`config.mk`:
```
export PLATFORM = sky130hd
export DESIGN_NAME = tx_sideband_dev_flat
export DESIGN_NICKNAME = d
export VERILOG_FILES = /design/src/pkg/sideband_pkg.sv /design/src/pkg/sideband_if.sv /design/src/sb_fifo.sv /design/src/tx_sideband_dev.sv /design/src/flat_wrapper.sv
export SDC_FILE = /design/constraint.sdc
export NUM_CORES = 2
export LEC_CHECK = 0
export ABC_AREA = 1
export ABC_CLOCK_PERIOD_IN_PS = 4650
export BUFFER_PORTS_ARGS = -buffer_cell sky130_fd_sc_hd__buf_2
export CELL_PAD_IN_SITES_DETAIL_PLACEMENT = 0
export CELL_PAD_IN_SITES_GLOBAL_PLACEMENT = 1
export CORE_MARGIN = 2
export CORE_UTILIZATION = 45
export DETAILED_ROUTE_END_ITERATION = 10
export GPL_ROUTABILITY_DRIVEN = 1
export PLACE_DENSITY_LB_ADDON = 0.1
export SYNTH_ARGS = -nofsm -noshare
export SYNTH_HDL_FRONTEND = slang
export SYNTH_HIERARCHICAL = 1
export SYNTH_SLANG_ARGS = --single-unit
```
`constraint.sdc`:
```
create_clock -name CLK -period 4.65 [get_ports CLK]
set_clock_uncertainty 0.1 [all_clocks]
set_input_delay 0.93 -clock CLK [delete_from_list [all_inputs] [get_ports CLK]]
set_output_delay 0.93 -clock CLK [all_outputs]
set_load 0.01 [all_outputs]
```
`src/pkg/sideband_pkg.sv`:
```
`default_nettype none
package sideband_pkg;
    localparam int DATA_W       = 64;
    localparam int QUAL_W       = 4;
    localparam int FIFO_DEPTH   = 32;
    // qualifier bit positions on the user bits of the transmit stream
    localparam int QB_DIGEST    = 0;
    localparam int QB_POISON    = 1;
    localparam int QB_STREAMED  = 2;
    localparam int QB_DISCONT   = 3;
    // length of a self-generated packet in beats
    localparam int INT_PKT_BEATS = 3;
    localparam logic [DATA_W-1:0] INT_PKT_WORD = 64'h0000_0000_4a00_0001;
    localparam logic [31:0]       DIGEST_WORD  = 32'h0000_0000;
    // device-side status word layout
    localparam int ST_POISON  = 0;
    localparam int ST_DIGEST  = 1;
    localparam int ST_STREAM  = 2;
    localparam int ST_GRANTED = 3;
    localparam int ST_W       = 4;
    // controller register offsets
    localparam logic [3:0] A_CTRL    = 4'h0;
    localparam logic [3:0] A_DATA_LO = 4'h1;
    localparam logic [3:0] A_DATA_HI = 4'h2;
    localparam logic [3:0] A_QUAL    = 4'h3;
    localparam logic [3:0] A_STATUS  = 4'h4;
    localparam int CT_PUSH  = 0;
    localparam int CT_LAST  = 1;
    localparam int CT_GRANT = 2;
    localparam int CT_AUTO  = 3;
endpackage
`default_nettype wire

```
`src/pkg/sideband_if.sv`:
```
`timescale 1ns/10ps
`default_nettype none
interface sideband_if import sideband_pkg::*; ();
    logic [DATA_W-1:0] tdata;
    logic              tvalid;
    logic              tready;
    logic              tlast;
    logic [QUAL_W-1:0] tuser;
    logic              int_req;
    logic              int_gnt;
    modport dev (input tdata, tvalid, tlast, tuser, int_gnt, output tready, int_req);
    modport usr (output tdata, tvalid, tlast, tuser, int_gnt, input tready, int_req);
endinterface
`default_nettype wire

```
`src/sb_fifo.sv`:
```
`timescale 1ns/10ps
`default_nettype none
module sb_fifo #(
    parameter int WIDTH = 64,
    parameter int DEPTH = 32
) (
    input  wire logic             clk,
    input  wire logic             rst,
    input  wire logic [WIDTH-1:0] in_data,
    input  wire logic             in_valid,
    output logic                  in_ready,
    output logic      [WIDTH-1:0] out_data,
    output logic                  out_valid,
    input  wire logic             out_ready
);
    localparam int AW = $clog2(DEPTH);
    logic [WIDTH-1:0] mem [DEPTH];
    logic [AW-1:0]    wp_reg;
    logic [AW-1:0]    rp_reg;
    logic [AW:0]      cnt_reg;
    wire              do_wr = in_valid && in_ready;
    wire              do_rd = out_valid && out_ready;
    assign in_ready  = (cnt_reg != (AW+1)'(DEPTH));
    assign out_valid = (cnt_reg != '0);
    assign out_data  = mem[rp_reg];
    always_ff @(posedge clk)
    begin
        if (do_wr)
            mem[wp_reg] <= in_data;
    end
    always_ff @(posedge clk)
    begin
        if (rst)
        begin
            wp_reg  <= '0;
            rp_reg  <= '0;
            cnt_reg <= '0;
        end
        else
        begin
            if (do_wr)
                wp_reg <= (wp_reg == AW'(DEPTH-1)) ? '0 : wp_reg + 1'b1;
            if (do_rd)
                rp_reg <= (rp_reg == AW'(DEPTH-1)) ? '0 : rp_reg + 1'b1;
            cnt_reg <= cnt_reg + (AW+1)'(do_wr) - (AW+1)'(do_rd);
        end
    end
endmodule
`default_nettype wire

```
`src/tx_sideband_dev.sv`:
```
// What this block does
// user sends streamed packets without gaps
// streamed packets start before fully written
// raise request when internal packet ready
// drop request between serviced internal packets
// user grants in answer to request
// no grant: user packets go first
// one-cycle grant: internal packet next
// remember grant while no buffer space
// user may hold grant high always
// poison on any beat marks packet
// never poison a streamed packet; code drops poison only on qualifier words with the streamed bit set
// digest bit at first beat appends CRC
// qualifiers sampled only on valid-ready beats
`timescale 1ns/10ps
`default_nettype none
module tx_sideband_dev import sideband_pkg::*; #(
    parameter int WIDTH = DATA_W,
    parameter int DEPTH = FIFO_DEPTH
) (
    input  wire logic              CLK,
    input  wire logic              RST,
    sideband_if.dev                LNK,
    input  wire logic              INT_PEND,
    input  wire logic              LINK_READY,
    output logic       [WIDTH-1:0] LINK_DATA,
    output logic                   LINK_VALID,
    output logic                   LINK_LAST,
    output logic       [ST_W-1:0]  LINK_STATUS,
    output logic                   INT_TAKEN
);
    typedef enum logic [3:0] {
        S_IDLE = 4'b0001,
        S_USER = 4'b0010,
        S_INT  = 4'b0100,
        S_DIG  = 4'b1000
    } out_state_t;

    out_state_t  state_reg, state_next;
    logic        req_reg, req_next;
    logic        gnt_reg, gnt_next;
    logic        cool_reg;
    logic [1:0]  beat_reg;
    logic        sof_reg, poison_reg, digest_reg, stream_reg;
    logic [ST_W-1:0] pkt_reg;
    logic [1:0]  pkts_reg;
    logic [WIDTH-1:0] data_reg;
    logic        valid_reg, last_reg;

    wire in_beat = LNK.tvalid && LNK.tready;
    wire [WIDTH:0] f_out;
    wire f_valid;
    wire f_ready;
    wire f_in_ready;
    sb_fifo #(.WIDTH(WIDTH + 1), .DEPTH(DEPTH)) sb_fifo_inst (
        .clk       (CLK),
        .rst       (RST),
        .in_data   ({LNK.tlast, LNK.tdata}),
        .in_valid  (LNK.tvalid),
        .in_ready  (f_in_ready),
        .out_data  (f_out),
        .out_valid (f_valid),
        .out_ready (f_ready)
    );
    assign LNK.tready = f_in_ready;

    // per-packet qualifiers of the packet being written
    wire poison_now = poison_reg || LNK.tuser[QB_POISON];
    wire digest_now = sof_reg ? LNK.tuser[QB_DIGEST] : digest_reg;
    wire stream_now = sof_reg ? LNK.tuser[QB_STREAMED] : stream_reg;
    // a streamed packet may leave as soon as its first beat is queued;
    // others wait until the whole packet is held in the buffer
    wire user_ok = f_valid && (stream_reg || pkts_reg != '0);
    wire user_done = (state_reg == S_USER) && f_valid && LINK_READY && f_out[WIDTH];
    assign f_ready = (state_reg == S_USER) && LINK_READY;
    always_ff @(posedge CLK)
    begin
        if (RST)
        begin
            sof_reg    <= 1'b1;
            poison_reg <= 1'b0;
            digest_reg <= 1'b0;
            stream_reg <= 1'b0;
            pkt_reg    <= '0;
            pkts_reg   <= '0;
        end
        else
        begin
            if (in_beat)
            begin
                sof_reg    <= LNK.tlast;
                poison_reg <= LNK.tlast ? 1'b0 : poison_now;
                digest_reg <= digest_now;
                stream_reg <= stream_now;
                if (LNK.tlast)
                    pkt_reg <= {gnt_reg, stream_now, digest_now, poison_now};
            end
            pkts_reg <= pkts_reg + 2'(in_beat && LNK.tlast) - 2'(user_done);
        end
    end

    // request stands until its packet leaves, so a captured grant never goes stale;
    // it then rests low so that each request starts on a rise
    wire serviced = (state_reg == S_INT) && LINK_READY && beat_reg == 2'(INT_PKT_BEATS-1);
    assign req_next = !serviced && (req_reg || (INT_PEND && !cool_reg));
    // grant captured once, held until the internal packet leaves
    assign gnt_next = serviced ? 1'b0 : (gnt_reg || (LNK.int_gnt && req_reg));
    assign LNK.int_req = req_reg;

    always_comb
    begin
        state_next = state_reg;
        case (state_reg)
            S_IDLE:
                if (gnt_reg && req_reg)
                    state_next = S_INT;
                else if (user_ok)
                    state_next = S_USER;
            S_USER:
                if (user_done)
                    state_next = pkt_reg[ST_DIGEST] ? S_DIG : S_IDLE;
            S_INT:
                if (serviced)
                    state_next = S_IDLE;
            S_DIG:
                if (LINK_READY)
                    state_next = S_IDLE;
            default:
                state_next = S_IDLE;
        endcase
    end

    always_ff @(posedge CLK)
    begin
        if (RST)
        begin
            state_reg <= S_IDLE;
            req_reg   <= 1'b0;
            gnt_reg   <= 1'b0;
            cool_reg  <= 1'b0;
            beat_reg  <= '0;
        end
        else
        begin
            state_reg <= state_next;
            req_reg   <= req_next;
            gnt_reg   <= gnt_next;
            cool_reg  <= serviced;
            if (state_reg == S_INT && LINK_READY)
                beat_reg <= serviced ? '0 : beat_reg + 2'd1;
        end
    end

    always_ff @(posedge CLK)
    begin
        if (RST)
        begin
            data_reg    <= '0;
            valid_reg   <= 1'b0;
            last_reg    <= 1'b0;
            LINK_STATUS <= '0;
            INT_TAKEN   <= 1'b0;
        end
        else
        begin
            INT_TAKEN <= serviced;
            if (LINK_READY)
            begin
                valid_reg <= 1'b0;
                last_reg  <= 1'b0;
                case (state_reg)
                    S_USER:
                        if (f_valid)
                        begin
                            data_reg    <= f_out[WIDTH-1:0];
                            valid_reg   <= 1'b1;
                            last_reg    <= f_out[WIDTH] && !pkt_reg[ST_DIGEST];
                            LINK_STATUS <= pkt_reg;
                        end
                    S_INT:
                    begin
                        data_reg  <= INT_PKT_WORD;
                        valid_reg <= 1'b1;
                        last_reg  <= serviced;
                    end
                    S_DIG:
                    begin
                        data_reg  <= WIDTH'(DIGEST_WORD);
                        valid_reg <= 1'b1;
                        last_reg  <= 1'b1;
                    end
                    default:
                        valid_reg <= 1'b0;
                endcase
            end
        end
    end
    assign LINK_DATA  = data_reg;
    assign LINK_VALID = valid_reg;
    assign LINK_LAST  = last_reg;
endmodule
`default_nettype wire

```
`src/flat_wrapper.sv`:
```
// flat-port wrapper written by rule: the top's interface ports become plain ports
module tx_sideband_dev_flat import sideband_pkg::*;
#(
    parameter int WIDTH = DATA_W,
    parameter int DEPTH = FIFO_DEPTH
)
  (CLK, RST, INT_PEND, LINK_READY, LINK_DATA, LINK_VALID, LINK_LAST, LINK_STATUS, INT_TAKEN, LNK_tdata, LNK_tvalid, LNK_tlast, LNK_tuser, LNK_int_gnt, LNK_tready, LNK_int_req);
  sideband_if LNK_i ();
  input  wire logic CLK;
  input  wire logic RST;
  input  wire logic INT_PEND;
  input  wire logic LINK_READY;
  output logic       [WIDTH-1:0] LINK_DATA;
  output logic LINK_VALID;
  output logic LINK_LAST;
  output logic       [ST_W-1:0] LINK_STATUS;
  output logic INT_TAKEN;
  input wire logic [$bits(LNK_i.tdata)-1:0] LNK_tdata;
  input wire logic [$bits(LNK_i.tvalid)-1:0] LNK_tvalid;
  input wire logic [$bits(LNK_i.tlast)-1:0] LNK_tlast;
  input wire logic [$bits(LNK_i.tuser)-1:0] LNK_tuser;
  input wire logic [$bits(LNK_i.int_gnt)-1:0] LNK_int_gnt;
  output wire logic [$bits(LNK_i.tready)-1:0] LNK_tready;
  output wire logic [$bits(LNK_i.int_req)-1:0] LNK_int_req;
  assign LNK_i.tdata = LNK_tdata;
  assign LNK_i.tvalid = LNK_tvalid;
  assign LNK_i.tlast = LNK_tlast;
  assign LNK_i.tuser = LNK_tuser;
  assign LNK_i.int_gnt = LNK_int_gnt;
  assign LNK_tready = LNK_i.tready;
  assign LNK_int_req = LNK_i.int_req;
  tx_sideband_dev #(.WIDTH(WIDTH), .DEPTH(DEPTH)) u_core (.CLK(CLK), .RST(RST), .LNK(LNK_i), .INT_PEND(INT_PEND), .LINK_READY(LINK_READY), .LINK_DATA(LINK_DATA), .LINK_VALID(LINK_VALID), .LINK_LAST(LINK_LAST), .LINK_STATUS(LINK_STATUS), .INT_TAKEN(INT_TAKEN));
endmodule
```
=== Word-level counts from Yosys, hierarchy flattened ===
Memory sizes are Yosys's and may differ from the RTL's. A register that Yosys moved wholly into a read port is not among the register bits.
Index checks and enable logic that the tools add are counted.

* Bits in registers: 105
* RAM bits: 2080
* Input bits: 75
* Memories: 1

* Add/subtract/negate cells: 7
* Equality and inequality tests: 13
* Multiplexer cells: 23
* Reduce and logical (&&, ||, !) cells: 31

{| class="wikitable"
|+ Memories
! memory !! words !! bits a word !! rd ports !! clocked after memory_dff !! write ports !! RTL line !! source
|-
| u_core.sb_fifo_inst.mem || 32 || 65 || 1 || 1 || 1 || sb_fifo.sv:17 || <nowiki>logic [WIDTH-1:0] mem [DEPTH];</nowiki>
|}

{| class="wikitable"
|+ Operators by type and width
! operator !! count
|-
| $pmux W64 S3 || 1
|-
| $mux W64 || 1
|-
| $mux W4 || 6
|-
| $mux W5 || 4
|-
| $pmux W4 S4 || 1
|-
| $logic_and A1 B1 Y1 || 15
|-
| $add A5 B1 Y5 const B || 2
|-
| $eq A5 B5 Y1 const B || 2
|-
| $mux W1 || 7
|-
| $add A6 B1 Y6 || 1
|-
| $ne A2 B1 Y1 const B || 3
|-
| $ne A6 B6 Y1 const B || 1
|-
| $reduce_and A3 Y1 || 2
|-
| $reduce_bool A6 Y1 || 1
|-
| $sub A6 B1 Y6 || 1
|-
| $eq A4 B1 Y1 const B || 1
|-
| $eq A4 B2 Y1 const B || 1
|-
| $eq A4 B3 Y1 const B || 1
|-
| $eq A4 B4 Y1 const B || 1
|-
| $logic_or A1 B1 Y1 || 4
|-
| $reduce_and A4 Y1 || 1
|-
| $reduce_or A2 Y1 || 2
|-
| $logic_not A1 Y1 || 3
|-
| $ne A3 B1 Y1 const B || 1
|-
| other kinds (11) || 11
|}

=== Depth between registers and ports, before layout ===
* Depth in word-level cells: 6
* Gate-level depth with buffers: 20
* Depth with buffers taken out: 17

=== Cells and area by module ===
Netlist, hierarchy kept.

{| class="wikitable"
|+ By module, submodules not included
! module !! instances !! cells an instance !! area each (µm²) !! seq. area each (µm²)
|-
| sb_fifo || 1 || 6875 || 84264.6 || 62880.3
|-
| tx_sideband_dev || 1 || 567 || 3903.7 || 1781.7
|}

=== Least setup slack after synthesis ===
No wires, ideal clock.

* Path kind: input to register
* Start point: input LNK_tvalid
* End point: memory u_core/sb_fifo_inst/mem[11][0] (netlist name), enable pin
* Setup time: 0.489 ns
* Data arrival time: 4.097 ns
* Path slack: -0.035 ns
* Stages: 4
* Cell sequence: nand2_1 > inv_2 > nand2_1 > nor2_1

* Word-level cells in the longest chain between the ends: 3

{| class="wikitable"
|+ RTL lines
! what !! RTL line !! source
|-
| from (decl) || flat_wrapper.sv:19 || <nowiki>input wire logic [$bits(LNK_i.tvalid)-1:0] LNK_tvalid;</nowiki>
|-
| $logic_and A1 B1 Y1 || sb_fifo.sv:21 || <nowiki>wire do_wr = in_valid && in_ready;</nowiki>
|-
| $mux W1 || sb_fifo.sv:28 || <nowiki>if (do_wr)</nowiki>
|-
| $mux W1 (implied by the code) || sb_fifo.sv:29 || <nowiki>mem[wp_reg] <= in_data;</nowiki>
|-
| to (decl) || sb_fifo.sv:17 ||
|}

Every way passes these cells.

==> flow_metrics.py <==
metrics = {
    "setup_path": {
        "criticalPathCategory": "register to register",
        "cp-start-kind": "register",
        "critPathMaxFanout": 151,
        "arrival_ns": 4.16,
        "cp_data_required_time_ns": 5.33,
        "cp-end-kind": "register",
    },
    "floorplanning": {
        "pin_count": 148,
        "coreArea_um2": 195000,
        "std_cell_rows": 162,
        "chipWidth_um": 447,
        "dieArea_um2": 199000,
        "start_util_pct": 45.3,
        "die_h_um": 447,
    },
    "drt": {
        "drt-initial-drc-count": 4717,
        "wl_mm": 259,
        "drcViolationCount": 0,
        "vias": 57100,
        "drt-vias-per-instance": 5.53,
        "drt-wirelength-per-cell_um": 25.1,
        "dr.pass1.iters": 5,
        "antenna_left": 0,
    },
    "placed_design": {
        "place_congestion": 0.745,
        "port_buffers": 146,
        "dp.cells": 9892,
        "place_hpwl_mm": 124,
        "pre_cts_ws_ns": 0.938,
    },
    "clocking": {
        "cts_tree": "yes",
        "cts_buffer_depth": 3,
        "clk_pin_slew_ns": 0.06,
        "cts_buffers": 225,
        "postCtsSetupBuffers": 0,
        "cts.htree.levels": 4,
        "cts-root-buf": "clkbuf_16",
        "cts_resized": 0,
        "clock_latency_ns": 0.86,
        "clkSinkCount": 2190,
        "ctsHoldBuffers": 0,
    },
    "synth": {
        "synth_top_area_share_pct": 70.8,
        "synth_cell_types": 40,
        "yosysWarnings": 6,
        "syn-num-nets": 7537,
        "synth_seq_cells": 2190,
        "synth.top_cells.by_count": "nand2_1 (2360), edfxtp_1 (2080), nand3_1 (1899), nor2_1 (254), buf_2 (245)",
        "synthCells": 7442,
        "synthesis.area_um2": 88200,
        "synth_flop_cell": "edfxtp_1",
        "yosysTopAreaCell": "edfxtp_1",
        "synth_edf_count": 2080,
        "synthArstFlopShare_pct": 0,
        "synth.avg_cell_area_um2": 11.8,
        "yosysMostFrequentCell": "nand2_1",
        "ys_seq_area_share_pct": 73.3,
        "synth_area_leaders": "edfxtp_1 (71%), nand3_1 (11%), nand2_1 (10%)",
    },
    "finish": {
        "drive_above_1_share_pct": 8.74,
        "regArea_um2": 64700,
        "fillerInstances": 17000,
        "synthToLayoutAreaGrowth_pct": 12.1,
        "stdcell_count": 10300,
        "final_core_util_pct": 50.8,
        "final_nets": 7590,
        "multiInputGateArea_um2": 20600,
        "largest_reg_flops": 2080,
    },
    "pwr": {
        "pwr_density_cell_nw_per_um2": 447,
        "p_int_mw": 33.2,
        "swShare_pct": 24.9,
        "switching_power_mw": 11.0,
        "comb_power_share_pct": 10.4,
        "clkPwrFrac_pct": 39.2,
        "p_leak_nw": 35.0,
        "pwr-share-seq_pct": 50.4,
        "ir_drop_mv": 0.306,
    },
    "sta": {
        "layout_min_cycle_time_ns": 3.48,
        "setup_violations": 0,
        "finalCritPeriodShare_pct": 74.9,
        "rsz0062_at_grt": "no",
        "timing.final.ws_setup_ns": 1.17,
        "hold_violations": 0,
        "max_freq_mhz": 287,
        "maxSlewViolCount": 0,
        "worst_pin_slew_ns": 1.10,
        "slew_headroom_pct": 26.7,
    },
    "hold_path": {
        "worst_hold_path_type": "primary input to register",
    },
    "status": {
        "status": "completed",
    },
    "job": {
        "maxCapViolCount": 0,
    },
    "global_routing": {
        "grt_max_degree": 162,
        "antenna_found_initial": 27,
        "gr-total-overflow": 0,
        "grt_pass1_wl_mm": 377,
        "first_global_vias": 54900,
        "grt_usage_pct": 25.9,
    },
}
-- routing by layer --
layer,global-route usage (%),up-vias,part of all wire (%)
li1,-,26300,-
met1,36.4,28900,45
met2,42.3,1548,48
met3,3.93,342,5.8
met4,6.32,22,2.0
met5,0,-,0.053
-- worst paths after layout --
path                startpoint  cells past startpoint  slack [ns]                  to
max                   register                     15        1.17  u_core/pkts_reg[1]
min                LNK_int_gnt                      3        0.24      u_core/gnt_reg
max reg2reg           register                     15        1.17  u_core/pkts_reg[1]
min reg2reg  u_core/poison_reg                      2        0.35   u_core/poison_reg
-- cell usage in the layout (no fill, tap or decap), types with 13 or more instances in the layout --
cell,instances
a21oi_1,27
buf_12,75
buf_2,146
buf_4,78
bufinv_16,13
clkbuf_1,54
clkbuf_16,231
clkinv_1,49
clkinv_2,53
dfxtp_1,105
edfxtp_1,2080
ha_1,19
inv_1,101
nand2_1,2359
nand3_1,1899
nor2_1,222
nor2_4,33
o21ai_0,34
o21ai_1,47
-- critical path, stage by stage (launching register included) --
cell	delay, ns
dfxtp_4	0.50
inv_16	0.54
nand2_1	0.13
nand3_1	0.12
nand3_1	0.08
nand3_1	0.12
nand3_1	0.11
nand2_1	0.20
nand2_1	0.11
nor4_1	0.38
ha_1	0.30
inv_1	0.06
ha_1	0.16
xor2_1	0.18
o21ai_0	0.10
a21oi_1	0.14
-- area by class of cell --
class,count,share of cell area (%)
clock inverter,126,0.962
tap,2624,3.32
clock buffer,292,6.15
antenna,10,0.0253
multi-input combinational,4668,20.8
timing repair buffer,299,2.85
inverter,111,0.469
sequential,2190,65.4
-- power by group through the flow --
stage,registers [mW],logic (mW),clock network (mW)
global route,22.3,5.09,18.4
CTS,22.2,4.65,17.6
global placement,22.6,4.61,0
finish,22.2,4.60,17.3
detailed placement,22.7,4.63,0
floorplan,22.7,2.82,0
-- kinds of logic after synthesis --
group	count (synthesis)	synth area share (%)
AO/OA/AOI/OAI	111	0.637
XOR/XNOR	1	0.00994
adder cells (fa/ha/maj)	20	0.292
buffers and inverters	584	3.61
flip-flops	2190	73.3
multiplexers	1	0.0114
AND/OR/NAND/NOR	4535	22.1
-- per-stage QoR --
stage | TNS, ns | hold WS, ns | instance area (µm²) | power (mW)
3_5_place_dp | 0 | 0.341 | 91800 | 27.3
3_3_place_gp | 0 | 0.336 | 91800 | 27.3
6_report | 0 | 0.236 | 98900 | 44.1
5_1_grt | 0 | 0.213 | 98900 | 45.7
4_1_cts | 0 | 0.163 | 98800 | 44.5
2_1_floorplan | -57.26 | 0.323 | 88200 | 25.5
Note: power is estimated with default switching activity, not from simulation.
